--- config.mk ---
export PLATFORM = sky130hd
export DESIGN_NAME = nct_regs
export DESIGN_NICKNAME = d
export VERILOG_FILES = /design/src/shared/nct_pkg.sv /design/src/rtl/nct_regs.sv
export SDC_FILE = /design/constraint.sdc
export NUM_CORES = 1
export LEC_CHECK = 0
export BUFFER_PORTS_ARGS = -buffer_cell sky130_fd_sc_hd__buf_2
export CAP_MARGIN = 15
export CORE_ASPECT_RATIO = 1.25
export CORE_MARGIN = 5
export CORE_UTILIZATION = 49
export CTS_CLUSTER_SIZE = 40
export DETAILED_ROUTE_END_ITERATION = 7
export PLACE_DENSITY = 0.77
export SLEW_MARGIN = 20
export SYNTH_ARGS = -nofsm -noshare
export SYNTH_HDL_FRONTEND = slang
export SYNTH_SLANG_ARGS = --single-unit
export TNS_END_PERCENT = 5
--- constraint.sdc ---
create_clock -name clk_i -period 2.6 [get_ports clk_i]
set_input_delay 0.26 -clock clk_i [delete_from_list [all_inputs] [get_ports clk_i]]
set_output_delay 0.26 -clock clk_i [all_outputs]
set_load 0.01 [all_outputs]
--- src/shared/nct_pkg.sv ---
// Constants, field layouts and carrier types of the node identity, PHY access and cycle timer block
// Function
// - Clear node-valid bit 31 on bus reset; set it on new node number.
// - Set root bit 30 during bus reset processing when the PHY core is root.
// - Cable-power bit 27 follows the PHY core's cable power good report.
// - Bus index in bits 15:6 is writable by software.
// - Physical node index in bits 5:0 loads from the PHY core after self-ID.
// - Reserved node identity bits 29:28 and 26:16 read as zero.
// - Node identifier is bus index followed by node index, 16 bits.
// - Read-complete bit 31 clears when software sets read or write request.
// - Read-complete sets when a PHY register transfer returns, data updated together.
// - Bits 27:24 hold the address of the latest returned PHY register.
// - Bits 23:16 hold the contents returned for that address.
// - Bit 15 sends a PHY read request and clears once sent.
// - Bit 14 sends a PHY write request and clears once sent.
// - Target address from bits 11:8, write value from bits 7:0, ignored on reads.
// - As cycle master, the current timer value is each cycle start payload.
// - When not cycle master, received cycle starts load the timer.
// - Without cycle starts, the timer keeps advancing when run is enabled.
// - Seconds field in bits 31:25 counts period rollovers modulo 128.
// - Period field in bits 24:12 counts sub-period rollovers modulo 8000.
// - Sub-period field in bits 11:0 counts 24.576 MHz ticks modulo 3072.
// - Master enable and root node give a cycle start at every rollover.
// - Sub-period field advances only while timer run is enabled.
`default_nettype none
package nct_pkg;
	// ----------------------------------------------------------------
	// Register map
	// ----------------------------------------------------------------
	localparam int NCT_ADR_W = 9;
	localparam logic [NCT_ADR_W-1:0] OFS_LINK_CTRL = 9'h0f4;
	localparam logic [NCT_ADR_W-1:0] OFS_NODE_ID = 9'h0e8;
	localparam logic [NCT_ADR_W-1:0] OFS_PHY_ACCESS = 9'h0ec;
	localparam logic [NCT_ADR_W-1:0] OFS_CYCLE_TIME = 9'h0f0;
	// Node identity fields
	localparam int NID_VALID_BIT = 31;
	localparam int NID_ROOT_BIT = 30;
	localparam int NID_CPS_BIT = 27;
	localparam int NID_BUS_HI = 15;
	localparam int NID_BUS_LO = 6;
	localparam int NID_NODE_HI = 5;
	localparam logic [9:0] BUS_INDEX_RST = 10'h3ff;
	localparam logic [5:0] NODE_INDEX_RST = 6'h3f;
	// PHY access fields
	localparam int PHY_DONE_BIT = 31;
	localparam int PHY_RADDR_HI = 27;
	localparam int PHY_RADDR_LO = 24;
	localparam int PHY_RDATA_HI = 23;
	localparam int PHY_RDATA_LO = 16;
	localparam int PHY_RD_BIT = 15;
	localparam int PHY_WR_BIT = 14;
	localparam int PHY_TADDR_HI = 11;
	localparam int PHY_TADDR_LO = 8;
	localparam int PHY_WDATA_HI = 7;
	// Link control fields
	localparam int LC_MASTER_BIT = 21;
	localparam int LC_RUN_BIT = 20;
	// ----------------------------------------------------------------
	// Cycle timer
	// ----------------------------------------------------------------
	localparam logic [11:0] SUBPERIOD_MOD = 12'hc00;
	localparam logic [12:0] PERIOD_MOD = 13'h1f40;
	localparam logic [16:0] CLK_KHZ = 17'h0_9c40;
	localparam logic [16:0] TICK_KHZ = 17'h0_6000;
	// ----------------------------------------------------------------
	// Carrier types
	// ----------------------------------------------------------------
	typedef struct packed {
		logic write;
		logic [3:0] addr;
		logic [7:0] data;
	} nct_phy_req_s;
	typedef struct packed {
		logic [3:0] addr;
		logic [7:0] data;
	} nct_phy_ret_s;
	typedef struct packed {
		logic [6:0] seconds;
		logic [12:0] period;
		logic [11:0] subperiod;
	} nct_cycle_time_s;
	typedef enum logic [1:0] {PH_IDLE, PH_SEND, PH_WAIT} nct_phy_state_e;
endpackage
`default_nettype wire

--- src/rtl/nct_regs.sv ---
// Node identity, PHY register access and isochronous cycle timer registers
`default_nettype none
module nct_regs (
	input wire logic clk_i,
	input wire logic rst_i,
	input wire logic wb_cyc_i,
	input wire logic wb_stb_i,
	input wire logic wb_we_i,
	input wire logic [nct_pkg::NCT_ADR_W-1:0] wb_adr_i,
	input wire logic [3:0] wb_sel_i,
	input wire logic [31:0] wb_dat_i,
	output logic [31:0] wb_dat_o,
	output logic wb_ack_o,
	input wire logic bus_reset_i,
	input wire logic self_id_done_i,
	input wire logic [5:0] phy_node_index_i,
	input wire logic phy_root_i,
	input wire logic cable_power_good_i,
	output logic phy_req_valid_o,
	output nct_pkg::nct_phy_req_s phy_req_o,
	input wire logic phy_req_ready_i,
	input wire logic phy_ret_valid_i,
	input wire nct_pkg::nct_phy_ret_s phy_ret_i,
	input wire logic cyc_start_rx_i,
	input wire nct_pkg::nct_cycle_time_s cyc_start_rx_data_i,
	output logic cyc_start_tx_o,
	output nct_pkg::nct_cycle_time_s cyc_start_payload_o,
	output logic [15:0] node_identifier_o,
	output logic node_id_valid_o
);
	import nct_pkg::*;

	// ----------------------------------------------------------------
	// Helpers
	// ----------------------------------------------------------------
	// Byte-lane merge of a bus write into a register
	function automatic logic [31:0] lane_merge(input logic [31:0] old_v, input logic [31:0] new_v,
		input logic [3:0] sel);
		logic [31:0] res;
		res = old_v;
		for (int b = 0; b < 4; b++) begin
			if (sel[b]) begin
				res[b*8 +: 8] = new_v[b*8 +: 8];
			end
		end
		return res;
	endfunction

	// Cycle timer advanced by one tick with its three wraps
	function automatic nct_cycle_time_s ct_advance(input nct_cycle_time_s ct);
		nct_cycle_time_s res;
		res = ct;
		if (ct.subperiod == SUBPERIOD_MOD - 12'h001) begin
			res.subperiod = '0;
			if (ct.period == PERIOD_MOD - 13'h0001) begin
				res.period = '0;
				res.seconds = ct.seconds + 7'h01; // Wraps modulo 128
			end else begin
				res.period = ct.period + 13'h0001;
			end
		end else begin
			res.subperiod = ct.subperiod + 12'h001;
		end
		return res;
	endfunction

	// ----------------------------------------------------------------
	// Wishbone slave
	// ----------------------------------------------------------------
	logic ack_ff;
	logic [31:0] rdata_ff;
	logic [31:0] rd_mux;
	logic req_new;
	logic wr_node;
	logic wr_phy;
	logic wr_ct;
	logic wr_lc;
	logic [31:0] node_word;
	logic [31:0] phy_word;
	logic [31:0] lc_word;

	assign req_new = wb_cyc_i && wb_stb_i && !ack_ff;
	assign wr_node = req_new && wb_we_i && (wb_adr_i == OFS_NODE_ID);
	assign wr_phy = req_new && wb_we_i && (wb_adr_i == OFS_PHY_ACCESS);
	assign wr_ct = req_new && wb_we_i && (wb_adr_i == OFS_CYCLE_TIME);
	assign wr_lc = req_new && wb_we_i && (wb_adr_i == OFS_LINK_CTRL);

	// Ack one cycle after the request, dropped the cycle after
	always_ff @(posedge clk_i) begin
		if (rst_i) begin
			ack_ff <= 1'b0;
		end else begin
			ack_ff <= req_new;
		end
	end

	// Read data captured with the request; unmapped reads give zero
	always_ff @(posedge clk_i) begin
		if (rst_i) begin
			rdata_ff <= 32'h0000_0000;
		end else if (req_new && !wb_we_i) begin
			rdata_ff <= rd_mux;
		end
	end

	assign wb_ack_o = ack_ff;
	assign wb_dat_o = rdata_ff;

	// ----------------------------------------------------------------
	// Node identity
	// ----------------------------------------------------------------
	logic node_valid_ff;
	logic root_ff;
	logic cps_ff;
	logic [9:0] bus_index_ff;
	logic [5:0] node_index_ff;
	logic [31:0] node_merged;

	assign node_merged = lane_merge(node_word, wb_dat_i, wb_sel_i);

	// Valid flag: new node number wins over a coincident bus reset
	always_ff @(posedge clk_i) begin
		if (rst_i) begin
			node_valid_ff <= 1'b0;
		end else if (self_id_done_i) begin
			node_valid_ff <= 1'b1;
		end else if (bus_reset_i) begin
			node_valid_ff <= 1'b0;
		end
	end

	// Root and node index captured at the end of self-identification
	always_ff @(posedge clk_i) begin
		if (rst_i) begin
			root_ff <= 1'b0;
			node_index_ff <= NODE_INDEX_RST;
		end else if (self_id_done_i) begin
			root_ff <= phy_root_i;
			node_index_ff <= phy_node_index_i;
		end
	end

	// Cable power status tracks the PHY core report
	always_ff @(posedge clk_i) begin
		if (rst_i) begin
			cps_ff <= 1'b0;
		end else begin
			cps_ff <= cable_power_good_i;
		end
	end

	// Software-owned bus index
	always_ff @(posedge clk_i) begin
		if (rst_i) begin
			bus_index_ff <= BUS_INDEX_RST;
		end else if (wr_node) begin
			bus_index_ff <= node_merged[NID_BUS_HI:NID_BUS_LO];
		end
	end

	// Read view; reserved bits stay zero
	always_comb begin
		node_word = 32'h0000_0000;
		node_word[NID_VALID_BIT] = node_valid_ff;
		node_word[NID_ROOT_BIT] = root_ff;
		node_word[NID_CPS_BIT] = cps_ff;
		node_word[NID_BUS_HI:NID_BUS_LO] = bus_index_ff;
		node_word[NID_NODE_HI:0] = node_index_ff;
	end

	// Node identifier and valid flag to the link logic
	always_ff @(posedge clk_i) begin
		if (rst_i) begin
			node_identifier_o <= {BUS_INDEX_RST, NODE_INDEX_RST};
			node_id_valid_o <= 1'b0;
		end else begin
			node_identifier_o <= {bus_index_ff, node_index_ff};
			node_id_valid_o <= node_valid_ff;
		end
	end

	// ----------------------------------------------------------------
	// PHY register access
	// ----------------------------------------------------------------
	logic rd_req_ff;
	logic wr_req_ff;
	logic done_ff;
	logic [3:0] ret_addr_ff;
	logic [7:0] ret_data_ff;
	logic [3:0] tgt_addr_ff;
	logic [7:0] wval_ff;
	logic sw_rd_set;
	logic sw_wr_set;
	logic sent;
	logic [31:0] phy_merged;
	nct_phy_state_e phy_st_ff;

	assign phy_merged = lane_merge(phy_word, wb_dat_i, wb_sel_i);
	assign sw_rd_set = wr_phy && wb_sel_i[1] && wb_dat_i[PHY_RD_BIT];
	assign sw_wr_set = wr_phy && wb_sel_i[1] && wb_dat_i[PHY_WR_BIT];
	assign sent = (phy_st_ff == PH_SEND) && phy_req_ready_i;

	// Request bits: set by software, cleared once sent; a new set wins
	always_ff @(posedge clk_i) begin
		if (rst_i) begin
			rd_req_ff <= 1'b0;
			wr_req_ff <= 1'b0;
		end else begin
			if (sw_rd_set) begin
				rd_req_ff <= 1'b1;
			end else if (sent && !phy_req_o.write) begin
				rd_req_ff <= 1'b0;
			end
			if (sw_wr_set) begin
				wr_req_ff <= 1'b1;
			end else if (sent && phy_req_o.write) begin
				wr_req_ff <= 1'b0;
			end
		end
	end

	// Target address and write value
	always_ff @(posedge clk_i) begin
		if (rst_i) begin
			tgt_addr_ff <= 4'h0;
			wval_ff <= 8'h00;
		end else if (wr_phy) begin
			tgt_addr_ff <= phy_merged[PHY_TADDR_HI:PHY_TADDR_LO];
			wval_ff <= phy_merged[PHY_WDATA_HI:0];
		end
	end

	// Completion flag: a returning transfer wins over a software clear
	always_ff @(posedge clk_i) begin
		if (rst_i) begin
			done_ff <= 1'b0;
		end else if (phy_ret_valid_i) begin
			done_ff <= 1'b1;
		end else if (sw_rd_set || sw_wr_set) begin
			done_ff <= 1'b0;
		end
	end

	// Returned address and data, updated with the completion flag
	always_ff @(posedge clk_i) begin
		if (rst_i) begin
			ret_addr_ff <= 4'h0;
			ret_data_ff <= 8'h00;
		end else if (phy_ret_valid_i) begin
			ret_addr_ff <= phy_ret_i.addr;
			ret_data_ff <= phy_ret_i.data;
		end
	end

	// One request in flight: a read waits for its returned transfer
	always_ff @(posedge clk_i) begin
		if (rst_i) begin
			phy_st_ff <= PH_IDLE;
			phy_req_valid_o <= 1'b0;
			phy_req_o <= '0;
		end else begin
			case (phy_st_ff)
				PH_IDLE: begin
					if (rd_req_ff || wr_req_ff) begin
						phy_req_valid_o <= 1'b1;
						phy_req_o.write <= !rd_req_ff;
						phy_req_o.addr <= tgt_addr_ff;
						phy_req_o.data <= rd_req_ff ? 8'h00 : wval_ff;
						phy_st_ff <= PH_SEND;
					end
				end
				PH_SEND: begin
					if (phy_req_ready_i) begin
						phy_req_valid_o <= 1'b0;
						phy_st_ff <= phy_req_o.write ? PH_IDLE : PH_WAIT;
					end
				end
				PH_WAIT: begin
					if (phy_ret_valid_i) begin
						phy_st_ff <= PH_IDLE;
					end
				end
				default: begin
					phy_st_ff <= PH_IDLE;
					phy_req_valid_o <= 1'b0;
				end
			endcase
		end
	end

	// Read view of the access register
	always_comb begin
		phy_word = 32'h0000_0000;
		phy_word[PHY_DONE_BIT] = done_ff;
		phy_word[PHY_RADDR_HI:PHY_RADDR_LO] = ret_addr_ff;
		phy_word[PHY_RDATA_HI:PHY_RDATA_LO] = ret_data_ff;
		phy_word[PHY_RD_BIT] = rd_req_ff;
		phy_word[PHY_WR_BIT] = wr_req_ff;
		phy_word[PHY_TADDR_HI:PHY_TADDR_LO] = tgt_addr_ff;
		phy_word[PHY_WDATA_HI:0] = wval_ff;
	end

	// ----------------------------------------------------------------
	// Link control and tick divider
	// ----------------------------------------------------------------
	logic master_en_ff;
	logic run_ff;
	logic [16:0] acc_ff;
	logic [16:0] acc_sum;
	logic tick;
	logic master_act;
	logic [31:0] lc_merged;

	assign lc_merged = lane_merge(lc_word, wb_dat_i, wb_sel_i);
	assign master_act = master_en_ff && root_ff;
	assign acc_sum = acc_ff + TICK_KHZ;
	assign tick = (acc_sum >= CLK_KHZ);

	// Master enable and timer run bits
	always_ff @(posedge clk_i) begin
		if (rst_i) begin
			master_en_ff <= 1'b0;
			run_ff <= 1'b0;
		end else if (wr_lc) begin
			master_en_ff <= lc_merged[LC_MASTER_BIT];
			run_ff <= lc_merged[LC_RUN_BIT];
		end
	end

	// Fractional divider: 24.576 MHz tick enables from the system clock
	always_ff @(posedge clk_i) begin
		if (rst_i) begin
			acc_ff <= 17'h0_0000;
		end else begin
			acc_ff <= tick ? acc_sum - CLK_KHZ : acc_sum;
		end
	end

	always_comb begin
		lc_word = 32'h0000_0000;
		lc_word[LC_MASTER_BIT] = master_en_ff;
		lc_word[LC_RUN_BIT] = run_ff;
	end

	// ----------------------------------------------------------------
	// Cycle timer
	// ----------------------------------------------------------------
	nct_cycle_time_s ct_ff;
	nct_cycle_time_s ct_next;
	logic roll;

	assign ct_next = ct_advance(ct_ff);
	assign roll = run_ff && tick && (ct_ff.subperiod == SUBPERIOD_MOD - 12'h001);

	// Software write, then received cycle start, then local counting
	always_ff @(posedge clk_i) begin
		if (rst_i) begin
			ct_ff <= '0;
		end else if (wr_ct) begin
			ct_ff <= lane_merge(ct_ff, wb_dat_i, wb_sel_i);
		end else if (!master_act && cyc_start_rx_i) begin
			ct_ff <= cyc_start_rx_data_i;
		end else if (run_ff && tick) begin
			ct_ff <= ct_next;
		end
	end

	// Cycle start out at each rollover while master and root
	always_ff @(posedge clk_i) begin
		if (rst_i) begin
			cyc_start_tx_o <= 1'b0;
			cyc_start_payload_o <= '0;
		end else begin
			cyc_start_tx_o <= master_act && roll && !wr_ct;
			if (master_act && roll && !wr_ct) begin
				cyc_start_payload_o <= ct_next;
			end
		end
	end

	// Register read selection
	always_comb begin
		case (wb_adr_i)
			OFS_NODE_ID: rd_mux = node_word;
			OFS_PHY_ACCESS: rd_mux = phy_word;
			OFS_CYCLE_TIME: rd_mux = ct_ff;
			OFS_LINK_CTRL: rd_mux = lc_word;
			default: rd_mux = 32'h0000_0000;
		endcase
	end

	// ----------------------------------------------------------------
	// Assertions
	// ----------------------------------------------------------------
	valid_clear_a: assert property (@(posedge clk_i) disable iff (rst_i)
		bus_reset_i && !self_id_done_i |=> !node_valid_ff ##1 !node_id_valid_o)
		else $error("node valid not cleared by bus reset");
	node_load_a: assert property (@(posedge clk_i) disable iff (rst_i)
		self_id_done_i |=> node_index_ff == $past(phy_node_index_i) && root_ff == $past(phy_root_i))
		else $error("node index or root not loaded");
	node_ident_a: assert property (@(posedge clk_i) disable iff (rst_i)
		##1 node_identifier_o == {$past(bus_index_ff), $past(node_index_ff)})
		else $error("node identifier mismatch");
	reserved_zero_a: assert property (@(posedge clk_i) disable iff (rst_i)
		req_new && !wb_we_i && wb_adr_i == OFS_NODE_ID |=> wb_ack_o && wb_dat_o[29:28] == 2'b00
		&& wb_dat_o[26:16] == 11'h000 && wb_dat_o[NID_CPS_BIT] == $past(cps_ff))
		else $error("node identity read wrong");
	done_clear_a: assert property (@(posedge clk_i) disable iff (rst_i)
		(sw_rd_set || sw_wr_set) && !phy_ret_valid_i |=> !done_ff)
		else $error("read complete not cleared");
	done_set_a: assert property (@(posedge clk_i) disable iff (rst_i)
		phy_ret_valid_i |=> done_ff && ret_addr_ff == $past(phy_ret_i.addr)
		&& ret_data_ff == $past(phy_ret_i.data))
		else $error("returned transfer not recorded");
	req_clear_a: assert property (@(posedge clk_i) disable iff (rst_i)
		sent && !phy_req_o.write && !sw_rd_set |=> !rd_req_ff ##1 phy_st_ff != PH_SEND)
		else $error("read request not cleared after send");
	req_hold_a: assert property (@(posedge clk_i) disable iff (rst_i)
		phy_req_valid_o && !phy_req_ready_i |=> phy_req_valid_o && $stable(phy_req_o))
		else $error("request dropped before accepted");
	offset_frozen_a: assert property (@(posedge clk_i) disable iff (rst_i)
		!run_ff && !wr_ct && !cyc_start_rx_i |=> $stable(ct_ff))
		else $error("timer moved while stopped");
	offset_wrap_a: assert property (@(posedge clk_i) disable iff (rst_i)
		roll && !wr_ct && !(cyc_start_rx_i && !master_act) |=> ct_ff.subperiod == 12'h000)
		else $error("sub-period did not wrap at 3072");
	period_wrap_a: assert property (@(posedge clk_i) disable iff (rst_i)
		roll && ct_ff.period == PERIOD_MOD - 13'h0001 && !wr_ct && !(cyc_start_rx_i && !master_act)
		|=> ct_ff.period == 13'h0000 && ct_ff.seconds == $past(ct_ff.seconds) + 7'h01)
		else $error("period did not wrap at 8000");
	rx_load_a: assert property (@(posedge clk_i) disable iff (rst_i)
		cyc_start_rx_i && !master_act && !wr_ct |=> ct_ff == $past(cyc_start_rx_data_i))
		else $error("received cycle start not loaded");
	master_tx_a: assert property (@(posedge clk_i) disable iff (rst_i)
		cyc_start_tx_o |-> cyc_start_payload_o == ct_ff && ct_ff.subperiod == 12'h000)
		else $error("cycle start payload differs from timer");

endmodule // nct_regs
`default_nettype wire

Word-level counts from Yosys, hierarchy flattened. Index checks and enable logic that the tools add are counted.

Flip-flop bits (word level): 196. Output and inout bits: 97. Logic and storage cells: 133. Bits of input ports: 107.

$add $sub $neg: 5. Equal/unequal tests: 15. Bitwise gates (word level): 1. Reductions and logical operators: 46. Order comparisons: 1. Mux-type cells: 30.

Operators by type and width (number): 32-bit case mux with 4 select lines (1); 32-bit 2-to-1 mux (3); 8-bit 2-to-1 mux (5); 9-bit by 8-bit == test with 1-bit output, second input constant (4); 1-bit logical AND (20); 20-bit 2-to-1 mux (1); 2-bit AND reduction (10); 17-bit by 15-bit adder with 17-bit output, second input constant (1); 17-bit by 16-bit greater-or-equal comparator with 1-bit output, second input constant (1); 17-bit 2-to-1 mux (1); 17-bit by 16-bit subtractor with 17-bit output, second input constant (1); 2-bit != test, second input constant (7); 13-bit by 1-bit adder with 13-bit output, second input constant (1); 13-bit == test, second input constant (1); 13-bit 2-to-1 mux (1); 12-bit by 1-bit adder with 12-bit output, second input constant (1); 12-bit == test, second input constant (1); 12-bit 2-to-1 mux (1); 1-bit 2-to-1 mux (10); 2-bit 2-to-1 mux (4); 2-bit nonzero test (4); 7-bit by 1-bit adder with 7-bit output, second input constant (1); 7-bit 2-to-1 mux (1); 1-bit logical NOT (6); 9 further kinds (11).

Logic depth before layout (Yosys ltp).
Word-level depth: 9. Mapped depth: 10. Mapped depth without buffers: 8.

Worst setup path before layout. Ideal clock, no wire load.

Kind: reg-to-reg. Start: reg acc_ff[13]. End: reg cyc_start_payload_o[20] in the netlist's numbering. Required time: 2.529 ns. Clock period less this slack: 2.607 ns. Stages on the path, launching flop included: 10. Path buffers: 1. Arrival: 2.536 ns. Setup time: 0.071 ns. Path slack: -0.007 ns. Path through: dfxtp_1 > inv_1 > ha_1 > xnor2_2 > nand2_1 > o211a_4 > or4_1 > clkbuf_1 > or4_1 > a21oi_1.

Cells in the longest elaborated chain, start to end: 6.

RTL lines: start: declaration (RTL line nct_regs.sv:308) `logic [16:0] acc_ff;`; start signal: assignment (RTL line nct_regs.sv:335) `acc_ff <= tick ? acc_sum - CLK_KHZ : acc_sum;`; 17-bit by 15-bit adder with 17-bit output (RTL line nct_regs.sv:316) `assign acc_sum = acc_ff + TICK_KHZ;`; 17-bit by 16-bit greater-or-equal comparator with 1-bit output (RTL line nct_regs.sv:317) `assign tick = (acc_sum >= CLK_KHZ);`; 1-bit logical AND (2 in series) (RTL line nct_regs.sv:353) `assign roll = run_ff && tick && (ct_ff.subperiod == SUBPERIOD_MOD - 12'h001);`; 1-bit logical AND (2 in series) (RTL line nct_regs.sv:375) `if (master_act && roll && !wr_ct) begin`; end signal: assignment (RTL line nct_regs.sv:376) `cyc_start_payload_o <= ct_next;`; end: declaration (RTL line nct_regs.sv:27) `output nct_pkg::nct_cycle_time_s cyc_start_payload_o,`.

No other way between the ends. A chain may end at the register's enable or synchronous reset.

Final worst setup path.
Start: reg ct_ff[0] in the netlist's numbering. End: reg cyc_start_payload_o[20] in the netlist's numbering.

Cells in the longest elaborated chain, start to end: 4. Elaborated cells between the ends (all ways): 5. Those cells by class: 1 x eq/ne; 1 x mux; 3 x reduce/logical.

RTL lines: start: declaration (RTL line nct_regs.sv:348) `nct_cycle_time_s ct_ff;`; start signal: assignment (RTL line nct_regs.sv:360) `ct_ff <= lane_merge(ct_ff, wb_dat_i, wb_sel_i);`; start signal: assignment (RTL line nct_regs.sv:362) `ct_ff <= cyc_start_rx_data_i;`; start signal: assignment (RTL line nct_regs.sv:364) `ct_ff <= ct_next;`; 12-bit == test (*) (RTL line nct_regs.sv:53, nct_regs.sv:353); 1-bit logical AND (RTL line nct_regs.sv:353); 1-bit logical AND (2 in series) (RTL line nct_regs.sv:375).

Every way passes the cells marked *; elsewhere a longest branch is shown, timed or not.

==> run summary <==
Detailed Routing Iterations Pass 1 -> 5
Global routing usage on met3 -> 6.376%
Nets -> 1362
TritonCTS Buffers -> 17
ANT nets after route -> 0
Static leakage power -> 4.464 nW
Die W -> 128.7 µm
VDD IR max -> 498.9 µV
Root Buffer -> clkbuf_16
Post-route setup TNS -> 0 ns
HPWL after detailed placement -> 21.67 mm
Global-route wire length before repair -> 44.51 mm
Largest net degree at the start of global routing -> 54
Sequential element share of the synthesized area -> 44.05%
Mapped Avg Cell Area -> 8.360 µm²
Final Max Slew Viols -> 0
Hold Vio Cnt, Final -> 0
Crit path max-delay cell type -> or4_4
Outcome -> completed
#FFs+latches synth -> 190
Cell Rows -> 54
Worst-path clk slew -> 0.07 ns
Max Root-Sink Buffers -> 2
GRT Overall Usage -> 27.64%
Synthesis-to-layout area growth -> 25.85%
Clock latency on the worst-skew pair -> 0.44 ns
Number of synthesized flops with an enable pin -> 0
Die height -> 158.4 µm
RSZ-0062 raised after global routing -> no
Overall Power -> 6.969 mW
Critical path class -> reg2reg
DRC viols -> 0
Max frequency -> 0.3991 GHz
Vias -> 8718
Pwr/cell area -> 641.2 nW/µm²
Final WL -> 28.89 mm
GRT Residual Overflow -> 0
Worst EP required -> 2.97 ns
H-tree depth -> 4
Ant diodes -> 0
Initial DRC count -> 961
Wire per inst -> 19.47 µm
CP delay by family, top -> simple AND/OR/NAND/NOR gates
Final min period -> 2.506 ns
Hold Crit Class -> in2reg
Ports -> 204
CTS tree -> yes
Initial core utilization -> 49.54%
Async set or reset register ratio after synthesis -> 0%
Core box area -> 17430 µm²
Initial antenna violation count -> 2
Post-synth cell types -> 64
Cts hold-fix bufs -> 0
Met2 usage -> 47.46%
Busiest grt layer -> met2
Share of layout cells above drive strength 1 -> 27.70%
Synth Cell Area -> 8636 µm²
Final period util -> 96.37%
Ys flop type -> dfxtp_1
Max Cap Viol -> 0
Worst-margin pin slew -> 0.9080 ns
Utilization after layout -> 62.35%
GRT met1 Usage -> 32.54%
# port buffers -> 203
Worst-path cell chain -> ha_1, nand4_4, or3_1, or4_4, or4_4, a21oi_2
# clock sinks -> 190
Crit path capture type -> register
Relative slew slack -> 39.26%
Fin Hold WS -> 0.03563 ns
Most used cell, CP -> or4_4
Crit path largest cell delay -> 0.58 ns
Number of fill cells -> 1543
# setup viols final -> 0
CP Buf/Inv Count -> 0
Setup crit start kind -> register
Vias in the first global route -> 8347
Max Clock Skew -> 0.01003 ns
Syn_nets -> 1148
Ys Warns -> 0
Placer Congestion -> 0.9895
Synth Instances -> 1033
WP data arrival -> 2.88 ns
DIE AREA -> 20400 µm²
Vias per cell -> 5.875
Max Fanout on Critical Path -> 6
-- worst register-to-register path, cell delays in order, from the launching register on --
cell and delay [ns]:
dfxtp_1 0.34, ha_1 0.28, nand4_4 0.18, or3_1 0.38
or4_4 0.58, or4_4 0.55, a21oi_2 0.14
-- sequential cells by signal, indices dropped and copies added (netlist names), 2 cells and up --
register,cells
node_identifier_o,16
node_index_ff,6
tgt_addr_ff,4
wb_dat_o,32
wval_ff,8
ret_data_ff,8
cyc_start_payload_o,32
acc_ff,11
bus_index_ff,10
phy_req_o,13
ret_addr_ff,4
phy_st_ff,2
ct_ff,32
-- where the power goes --
part | switching (mW) | internal (mW) | total (mW)
Clock | 1.20 | 1.56 | 2.76
Sequential | 0.114 | 3.03 | 3.14
Combinational | 0.600 | 0.468 | 1.07
Total | 1.91 | 5.06 | 6.97
-- placed cells by master (no fill, tap or decap), types with 4 or more instances in the layout --
cell type,Yosys,final
buf_2,4,202
dfxtp_1,190,189
nand2_1,125,125
nor2_1,112,111
a21oi_1,78,74
buf_4,0,74
o21ai_0,59,59
mux2i_1,50,50
nand3_1,33,33
and3_1,27,27
xnor2_1,23,23
nor3_1,20,20
or2_2,18,18
clkbuf_16,0,17
inv_1,16,16
a222oi_1,16,16
a211oi_1,14,14
a22o_1,13,13
a22oi_1,13,13
nand4_1,12,12
o211ai_1,11,11
nand3b_1,9,9
ha_1,8,8
o31ai_1,7,7
or3_1,6,6
nor4_1,10,6
xor2_1,5,5
a311oi_1,5,5
inv_6,0,5
a21oi_2,0,4
nor4_2,0,4
or4_1,6,4
o21ai_1,4,4
nand2b_1,4,4
a31oi_1,4,4
and4_1,4,4
-- per-layer routing --
| metal | share of wire [%] | vias up |
|---|---|---|
| met5 | 0.097 | - |
| met4 | 4.7 | 4 |
| met3 | 8.1 | 80 |
| met2 | 49 | 408 |
| met1 | 38 | 4095 |
| li1 | - | 4131 |
-- path summary, 6_finish.rpt --
check / cells past startpoint / from / endpoint / slack (ns)
worst max register to register: 6 / ct_ff[0] / cyc_start_payload_o[20] / 0.09
worst min-delay path: 2 / cable_power_good_i / cps_ff / 0.04
worst min register to register: 2 / phy_req_o[7] / phy_req_o[7] / 0.45
worst max-delay path: 6 / ct_ff[0] / cyc_start_payload_o[20] / 0.09
-- kinds of logic after synthesis --
logic type / after synthesis / share of synthesized area, %
fa+ha+maj: 8 / 1.159
mux: 53 / 6.187
xor+xnor: 29 / 3.028
simple gates: 403 / 22.36
compound gates: 252 / 18.89
buf+inv: 98 / 4.332
flops: 190 / 44.05
-- timing repair --
action,CTS,global route
pin swaps,0,2
resized for setup,3,7
endpoints found under the setup margin,8,14
buffers inserted,0,1
-- synth_stat cells (18+ instances only) --
cell type,instances,area (µm²)
dfxtp_1,190,3804
nand2_1,125,469.2
nor2_1,112,420.4
a21oi_1,78,390.4
clkbuf_1,73,274.0
o21ai_0,59,295.3
mux2i_1,50,500.5
nand3_1,33,165.2
and3_1,27,168.9
xnor2_1,23,201.4
nor3_1,20,100.1
or2_2,18,112.6
-- through the flow --
step           worst slack (ns)  area (µm²)  instances
2_1_floorplan           0.01546        8637       1033
3_3_place_gp            0.07799       10200       1451
3_5_place_dp           -0.02389       10200       1451
4_1_cts                 0.01693       10830       1483
5_1_grt                0.007606       10870       1484
6_report                0.09433       10870       1484
-- final cells by class --
type                       count  area, µm²  share of cell area (%)
multi-input combinational    745       4518                   41.57
sequential                   190       3805                   35.01
timing repair buffer         277       1587                   14.60
clock buffer                  19      442.9                   4.076
tap                          224      280.3                   2.579
clock inverter                13      175.2                   1.612
inverter                      16      60.06                  0.5526
No activity file was read; power rests on OpenSTA's default activity.
